<file path="src/drive_params.svh">
/*
 * constants of the drive state machine link: control word codes, status
 * word values, restore subindices and the restore key.
 * assumes it is included by bare name from the package and both ends.
 */
// Contract
// - power-up enters init, status 0x0000
// - init done goes faultless, fault goes fault-stop
// - word 0x0006 gives ready, status 0x0231
// - word 0x0007 gives waiting-to-enable, status 0x0233
// - word 0x000F while waiting gives running
// - word 0x0000 returns to faultless, status 0x0250
// - word 0x0002 while running gives quick stop
// - quick stop passes on to faultless
// - word 0x0F in quick stop resumes running
// - detected fault enters fault-stop, status 0x021F
// - fault reaction ends in fault, status 0x0218
// - word 0x80 in fault gives faultless
// - during init brake engaged, axis disabled
// - unresolved alarm keeps axis disabled
// - only control words cause non-automatic moves
// - key on subindex 2 restores communication group
// - key on subindex 3 restores profile group
// - key on subindex 4 restores maker group
// - master: ready, enable, homing, then motion
// - actual position or velocity reported during motion
`ifndef DRIVE_PARAMS_SVH
`define DRIVE_PARAMS_SVH

`define CW_DISABLE      16'h0000
`define CW_QUICK_STOP   16'h0002
`define CW_SHUTDOWN     16'h0006
`define CW_SWITCH_ON    16'h0007
`define CW_ENABLE       16'h000F
`define CW_FAULT_RESET  16'h0080

`define SW_INIT         16'h0000
`define SW_FAULTLESS    16'h0250
`define SW_READY        16'h0231
`define SW_WAIT_ENABLE  16'h0233
`define SW_RUNNING      16'h0237
`define SW_QUICK_STOP   16'h0217
`define SW_FAULT_STOP   16'h021F
`define SW_FAULT        16'h0218

`define RESTORE_KEY     32'h64616F6C
`define SUB_ALL         8'h01
`define SUB_COMM        8'h02
`define SUB_PROFILE     8'h03
`define SUB_MAKER       8'h04
`define RESTORE_GROUPS  4

`endif

</file>
<file path="src/drive_pkg.sv">
/*
 * types shared by both ends of the drive link.
 * assumes drive_params.svh is on the include path.
 */
package drive_pkg;
	`include "drive_params.svh"

	typedef enum logic [3:0] {
		ST_INIT,
		ST_FAULTLESS,
		ST_READY,
		ST_WAIT_ENABLE,
		ST_RUNNING,
		ST_QUICK_STOP,
		ST_FAULT_STOP,
		ST_FAULT
	} drive_state_t;

	typedef logic [15:0] word_t;
endpackage

</file>
<file path="src/drive_link_if.sv">
/*
 * link between the fieldbus master end and the drive end.
 * assumes both ends run on the same clk; strobes are one cycle wide.
 */
`timescale 1ns/1ps
interface drive_link_if #(parameter int FB_W = 32);
	logic            cw_valid;
	logic [15:0]     cw;
	logic [15:0]     status;
	logic            rs_valid;
	logic [7:0]      rs_sub;
	logic [31:0]     rs_data;
	logic [3:0]      rs_done;
	logic [FB_W-1:0] fb;

	modport drive (
		input  cw_valid,
		input  cw,
		input  rs_valid,
		input  rs_sub,
		input  rs_data,
		output status,
		output rs_done,
		output fb
	);

	modport master (
		output cw_valid,
		output cw,
		output rs_valid,
		output rs_sub,
		output rs_data,
		input  status,
		input  rs_done,
		input  fb
	);
endinterface

</file>
<file path="src/drive_end.sv">
/*
 * drive end: decodes control words into state moves, encodes each state
 * as a status word, drives brake and axis enable, and handles restore keys.
 * assumes init_done, fault, halt_done and actual_fb come from logic on clk,
 * so they are used without synchronisers.
 */
`timescale 1ns/1ps
`include "drive_params.svh"
module drive_end
	import drive_pkg::*;
#(
	parameter int FB_W = 32
) (
	input  wire logic        clk,
	input  wire logic        reset,
	drive_link_if.drive      link,
	input  wire logic        init_done,
	input  wire logic        fault,
	input  wire logic        halt_done,
	input  wire logic [FB_W-1:0] actual_fb,
	output logic             brake,
	output logic             axis_enable,
	output logic [3:0]       restore_pulse
);

	generate
		if (FB_W < 8 || FB_W > 32) begin : g_bad_width
			$error("drive_end: FB_W must lie in 8..32");
		end
	endgenerate

	drive_state_t    state;
	drive_state_t    next_state;
	logic [15:0]     status;
	logic [15:0]     next_status;
	logic            next_brake;
	logic            next_axis_enable;
	logic [FB_W-1:0] fb;
	logic [FB_W-1:0] next_fb;
	logic [3:0]      restore_done;
	logic [3:0]      next_restore_done;
	logic [3:0]      next_restore_pulse;

	function automatic logic [15:0] status_of(input drive_state_t s);
		logic [15:0] v;
		v = `SW_INIT;
		unique case (s)
			ST_INIT:        v = `SW_INIT;
			ST_FAULTLESS:   v = `SW_FAULTLESS;
			ST_READY:       v = `SW_READY;
			ST_WAIT_ENABLE: v = `SW_WAIT_ENABLE;
			ST_RUNNING:     v = `SW_RUNNING;
			ST_QUICK_STOP:  v = `SW_QUICK_STOP;
			ST_FAULT_STOP:  v = `SW_FAULT_STOP;
			ST_FAULT:       v = `SW_FAULT;
		endcase
		return v;
	endfunction

	function automatic logic word_is(input logic valid, input logic [15:0] w,
		input logic [15:0] code);
		return valid && (w == code);
	endfunction

	// state machine
	always_comb begin
		logic v;
		logic [15:0] w;
		v = link.cw_valid;
		w = link.cw;
		next_state = state;
		unique case (state)
			ST_INIT: begin
				if (init_done) begin
					next_state = ST_FAULTLESS;
				end
			end
			ST_FAULTLESS: begin
				if (word_is(v, w, `CW_SHUTDOWN)) begin
					next_state = ST_READY;
				end
			end
			ST_READY: begin
				if (word_is(v, w, `CW_SWITCH_ON)) begin
					next_state = ST_WAIT_ENABLE;
				end else if (word_is(v, w, `CW_DISABLE)) begin
					next_state = ST_FAULTLESS;
				end
			end
			ST_WAIT_ENABLE: begin
				if (word_is(v, w, `CW_ENABLE)) begin
					next_state = ST_RUNNING;
				end else if (word_is(v, w, `CW_SHUTDOWN)) begin
					next_state = ST_READY;
				end else if (word_is(v, w, `CW_DISABLE)) begin
					next_state = ST_FAULTLESS;
				end
			end
			ST_RUNNING: begin
				if (word_is(v, w, `CW_SWITCH_ON)) begin
					next_state = ST_WAIT_ENABLE;
				end else if (word_is(v, w, `CW_SHUTDOWN)) begin
					next_state = ST_READY;
				end else if (word_is(v, w, `CW_DISABLE)) begin
					next_state = ST_FAULTLESS;
				end else if (word_is(v, w, `CW_QUICK_STOP)) begin
					next_state = ST_QUICK_STOP;
				end
			end
			ST_QUICK_STOP: begin
				// a resume word in the same cycle as halt_done wins: the master asked last
				if (word_is(v, w, `CW_ENABLE)) begin
					next_state = ST_RUNNING;
				end else if (halt_done) begin
					next_state = ST_FAULTLESS;
				end
			end
			ST_FAULT_STOP: begin
				// reaction lasts as long as the alarm is unresolved
				if (!fault) begin
					next_state = ST_FAULT;
				end
			end
			ST_FAULT: begin
				if (word_is(v, w, `CW_FAULT_RESET)) begin
					next_state = ST_FAULTLESS;
				end
			end
		endcase
		// fault overrides any command; words not matched above are ignored
		if (fault && state != ST_FAULT_STOP) begin
			next_state = ST_FAULT_STOP;
		end
	end

	always_comb begin
		next_status = status_of(next_state);
		next_brake = !(next_state == ST_RUNNING || next_state == ST_QUICK_STOP);
		// axis only powered in running and quick stop; fault states stay off
		next_axis_enable = (next_state == ST_RUNNING) ||
			(next_state == ST_QUICK_STOP);
		next_fb = fb;
		if (state == ST_RUNNING || state == ST_QUICK_STOP) begin
			next_fb = actual_fb;
		end
	end

	always_ff @(posedge clk) begin
		if (reset) begin
			state <= ST_INIT;
			status <= `SW_INIT;
			brake <= 1'b1;
			axis_enable <= 1'b0;
			fb <= '0;
		end else begin
			state <= next_state;
			status <= next_status;
			brake <= next_brake;
			axis_enable <= next_axis_enable;
			fb <= next_fb;
		end
	end

	// restore of factory defaults
	always_comb begin
		logic key_ok;
		key_ok = link.rs_valid && (link.rs_data == `RESTORE_KEY);
		next_restore_pulse = 4'h0;
		next_restore_done = restore_done;
		if (key_ok) begin
			unique case (link.rs_sub)
				`SUB_ALL: begin
					next_restore_pulse = 4'h1;
					next_restore_done[0] = 1'b1;
				end
				`SUB_COMM: begin
					next_restore_pulse = 4'h2;
					next_restore_done[1] = 1'b1;
				end
				`SUB_PROFILE: begin
					next_restore_pulse = 4'h4;
					next_restore_done[2] = 1'b1;
				end
				`SUB_MAKER: begin
					next_restore_pulse = 4'h8;
					next_restore_done[3] = 1'b1;
				end
				default: begin
					next_restore_pulse = 4'h0;
				end
			endcase
		end
	end

	always_ff @(posedge clk) begin
		if (reset) begin
			restore_pulse <= 4'h0;
			restore_done <= 4'h0;
		end else begin
			restore_pulse <= next_restore_pulse;
			restore_done <= next_restore_done;
		end
	end

	assign link.status = status;
	assign link.rs_done = restore_done;
	assign link.fb = fb;

endmodule

</file>
<file path="src/flat_wrapper.sv">
// flat-port wrapper written by rule: the top's interface ports become plain ports
module drive_end_flat import drive_pkg::*;
#(
	parameter int FB_W = 32
)
  (clk, reset, init_done, fault, halt_done, actual_fb, brake, axis_enable, restore_pulse, link_cw_valid, link_cw, link_rs_valid, link_rs_sub, link_rs_data, link_status, link_rs_done, link_fb);
  drive_link_if #(.FB_W(FB_W)) link_i ();
  input  wire logic clk;
  input  wire logic reset;
  input  wire logic init_done;
  input  wire logic fault;
  input  wire logic halt_done;
  input  wire logic [FB_W-1:0] actual_fb;
  output logic brake;
  output logic axis_enable;
  output logic [3:0] restore_pulse;
  input wire logic [$bits(link_i.cw_valid)-1:0] link_cw_valid;
  input wire logic [$bits(link_i.cw)-1:0] link_cw;
  input wire logic [$bits(link_i.rs_valid)-1:0] link_rs_valid;
  input wire logic [$bits(link_i.rs_sub)-1:0] link_rs_sub;
  input wire logic [$bits(link_i.rs_data)-1:0] link_rs_data;
  output wire logic [$bits(link_i.status)-1:0] link_status;
  output wire logic [$bits(link_i.rs_done)-1:0] link_rs_done;
  output wire logic [$bits(link_i.fb)-1:0] link_fb;
  assign link_i.cw_valid = link_cw_valid;
  assign link_i.cw = link_cw;
  assign link_i.rs_valid = link_rs_valid;
  assign link_i.rs_sub = link_rs_sub;
  assign link_i.rs_data = link_rs_data;
  assign link_status = link_i.status;
  assign link_rs_done = link_i.rs_done;
  assign link_fb = link_i.fb;
  drive_end #(.FB_W(FB_W)) u_core (.clk(clk), .reset(reset), .link(link_i), .init_done(init_done), .fault(fault), .halt_done(halt_done), .actual_fb(actual_fb), .brake(brake), .axis_enable(axis_enable), .restore_pulse(restore_pulse));
endmodule
</file>
<file path="config.mk">
export PLATFORM = sky130hd
export DESIGN_NAME = drive_end_flat
export DESIGN_NICKNAME = d
export VERILOG_FILES = /design/src/drive_pkg.sv /design/src/drive_link_if.sv /design/src/drive_end.sv /design/src/flat_wrapper.sv
export VERILOG_INCLUDE_DIRS = /design/src /design/src/src
export SDC_FILE = /design/constraint.sdc
export NUM_CORES = 1
export LEC_CHECK = 0
export BUFFER_PORTS_ARGS = -buffer_cell sky130_fd_sc_hd__buf_2
export CAP_MARGIN = 30
export CORE_MARGIN = 4
export CORE_UTILIZATION = 38
export CTS_CLUSTER_SIZE = 28
export DETAILED_ROUTE_END_ITERATION = 6
export PLACE_DENSITY_LB_ADDON = 0.2
export SLEW_MARGIN = 20
export SYNTH_ARGS = -nofsm -noshare
export SYNTH_HDL_FRONTEND = slang
export SYNTH_SLANG_ARGS = --single-unit
export TNS_END_PERCENT = 100
</file>
<file path="constraint.sdc">
create_clock -name clk -period 2.1 [get_ports clk]
set_input_delay 0.42 -clock clk [delete_from_list [all_inputs] [get_ports clk]]
set_output_delay 0.42 -clock clk [all_outputs]
set_load 0.05 [all_outputs]
</file>
==> summary.md <==
| Metric | Value |
|---|---|
| TritonCTS Sinks | `53` |
| Initial Utilization | `0.400` |
| RD Place Congestion | `0.855` |
| Placed cells | `504` |
| Setup bufs post-CTS | `0` |
| RSZ-0062 raised after global routing | `no` |
| Power per Cell Area | `701 nW/µm²` |
| Psw | `0.793 mW` |
| Seq/Total Area, Yosys | `0.440` |
| Pin count of the biggest net entering global routing | `38` |
| Maximum clock rate | `530 MHz` |
| # setup viols final | `0` |
| Minimum clock period | `1.89 ns` |
| Crit path buf inv count | `0` |
| Flop pwr share | `0.478` |
| Final WL | `6.70 mm` |
| Max Slew Vio Count | `0` |
| N_diodes | `0` |
| Nature of the critical path startpoint | `flop` |
| Worst EP arrival | `2.08 ns` |
| Worst-Skew Late Latency | `0.31 ns` |
| Reg2reg setup slack | `0.21 ns` |
| Most frequent cells in the layout | `buf_2, nand2_1, dfxtp_1` |
| Worst-path fanout max | `12` |
| First-pass GRT wire length | `10.7 mm` |
| # DRC | `0` |
| Worst-Margin Slew | `0.626 ns` |
| Status | `completed` |
| TritonRoute pass-1 iters | `4` |
| Num CTS Buffers | `5` |
| Placed Instance Area | `3190 µm²` |
| Worst path slowest cell | `dfxtp_1` |
| Final cell count without fillers | `512` |
| Commonest non-fill, non-tap cell in the layout | `buf_2` |
| Avg WL per Cell | `13.1 µm` |
| Via density | `4.85` |
| Vias in the first global route | `2384` |
| CP top delay family | `flip-flops` |
| Register bit count reported by yosys | `53` |
| Critical path start-end classification | `flop to flop` |
| Share of cells above drive strength 1 | `0.410` |
| Final core occ | `0.544` |
| Logic gate share of total power | `0.274` |
| Htree depth | `2` |
| Global Route Usage Sum | `0.175` |
| Clock Path Buffers | `2` |
| Rows | `28` |
| Fin area | `3280 µm²` |
| P_leak | `1.61 nW` |
| Internal power | `1.50 mW` |
| Fin Clk Skew | `0.00920 ns` |
| Hold Path End | `u_core.restore_pulse[0]` |
| Synth Instances | `291` |
| VDD IR max | `445 µV` |
| Detailed placer's ending HPWL | `5.31 mm` |
| Total power | `2.30 mW` |
| WHS Path Cells | `2` |
| TritonCTS clock tree | `yes` |
| Hold_buf cts | `0` |
| Post-synth EDFFs | `0` |
| CTS root buffer | `clkbuf_8` |
| Post-layout nets | `531` |
| Worst slew margin | `0.582` |
| Worst R2R End | `u_core.brake` |
| Sw Ratio | `0.346` |
| Final period util | `0.898` |
| Max incr delay on CP | `0.58 ns` |
| Critical path required time | `2.30 ns` |
| Asr flop ratio synth | `0` |
| R2R depth | `6` |
| Final Hold Fails | `0` |
| # port buffers | `144` |
| Area Overhead vs Synth | `35.9%` |
| HP Start | `link_rs_sub[1]` |
| Predominant post-synthesis flop cell | `dfxtp_1` |
| Die Span X | `87.7 µm` |
| Post-route ant nets | `0` |
| Ports | `153` |
| Initial drt markers | `74` |
| Synth cell types | `45` |
| Cells along the critical path | `xnor2_1 -> nor4b_1 -> a21o_1 -> nor3_1 -> a211o_2 -> or2_1` |
| CTS clk-pin slew, worst paths | `0.09 ns` |
| Synthesized area per cell | `8.29 µm²` |
| Element type at the critical path end | `flop` |
| Initial antenna violation count | `0` |
| Chip Height | `87.7 µm` |
| Congestion Overflow GR | `0` |
| Die area | `7680 µm²` |
| Synth Warn # | `0` |
| Cell Area, Synth | `2410 µm²` |
| DR vias | `2483` |
| Maxcap violations | `0` |
| RR Startpoint | `u_core.state[2]` |
| Hold slack | `0.328 ns` |
| Filler cell count | `597` |
| Min-delay worst type | `input port to flop` |
| Core box area | `6030 µm²` |
| Post-CTS Resized | `0` |
| Clock share of power | `0.248` |
kinds of logic after synthesis:
logic type	Yosys count	synth area share
xor+xnor	1	0.00363
simple gates	143	0.317
flops	53	0.440
buf+inv	27	0.0659
mux	1	0.00415
other cells	1	0.00156
compound gates	65	0.168
layout make-up:
class | count | area (µm²) | area share
repair buffers | 155 | 803 | 0.245
flip-flops and latches | 53 | 1060 | 0.324
well taps | 75 | 93.8 | 0.0286
inverters | 3 | 11.3 | 0.00344
multi-input cells | 218 | 1220 | 0.372
clock buffers | 6 | 72.6 | 0.0222
clock inverters | 2 | 13.8 | 0.00420
cell usage after synthesis, types with 3 or more instances:
cell type	instances	share of area
a21o_1	6	0.019
a21oi_1	36	0.075
buf_4	10	0.031
clkbuf_1	12	0.019
dfxtp_1	53	0.44
inv_1	3	0.0047
nand2_1	75	0.12
nand2b_1	3	0.0078
nand4_1	3	0.0078
nor2_1	15	0.023
nor2b_1	5	0.013
nor3_1	8	0.017
nor3b_1	5	0.016
nor4_1	5	0.013
nor4b_1	4	0.015
nor4bb_1	3	0.012
o21ai_0	9	0.019
metal layers:
layer	track usage	vias to the layer above	part of all wire
met4	0.0488	0	0.0057
met3	0.0489	2	0.077
met2	0.321	94	0.52
met1	0.198	1110	0.40
met5	0	-	0
li1	-	1277	-
worst max-delay path by stage:
stage | start | to | slack, ns | cells after the start
after floorplan | link_cw[12] | u_core.link.status[5] | 0.13 | 6
after detailed placement | link_cw[12] | u_core.link.status[5] | -0.07 | 7
final | u_core.state[2] | u_core.brake | 0.21 | 6
after global routing | u_core.state[2] | u_core.brake | 0.008 | 6
after CTS | u_core.state[2] | u_core.brake | 0.21 | 6
after global placement | link_cw[12] | u_core.link.status[5] | -0.02 | 7
sequential cells by signal, indices dropped and copies added (netlist names):
signal,cells
u_core.axis_enable,1
u_core.link.rs_done,4
u_core.brake,1
u_core.link.status,7
u_core.restore_pulse,4
u_core.link.fb,32
u_core.state,4
power groups by stage:
stage	registers [mW]	clock network (mW)	logic, mW
final	1.10	0.570	0.628
after global routing	1.11	0.628	0.683
after CTS	1.10	0.595	0.633
after detailed placement	1.12	0	0.632
after global placement	1.12	0	0.628
after floorplan	1.31	0	0.254
worst reg2reg max path: cells and delay by family (launching register included):
family          cells  cell delay (ns)
compound gates      2             0.57
xor+xnor            1             0.12
flops               1             0.58
simple gates        3             0.52
stage by stage:
step	setup WS [ns]	TNS, ns
after floorplan	0.128	0
after global placement	-0.0170	-0.0170
after detailed placement	-0.0724	-0.142
after CTS	0.208	0
after global routing	0.00754	0
final	0.215	0
Note: power is estimated with default switching activity, not from simulation.
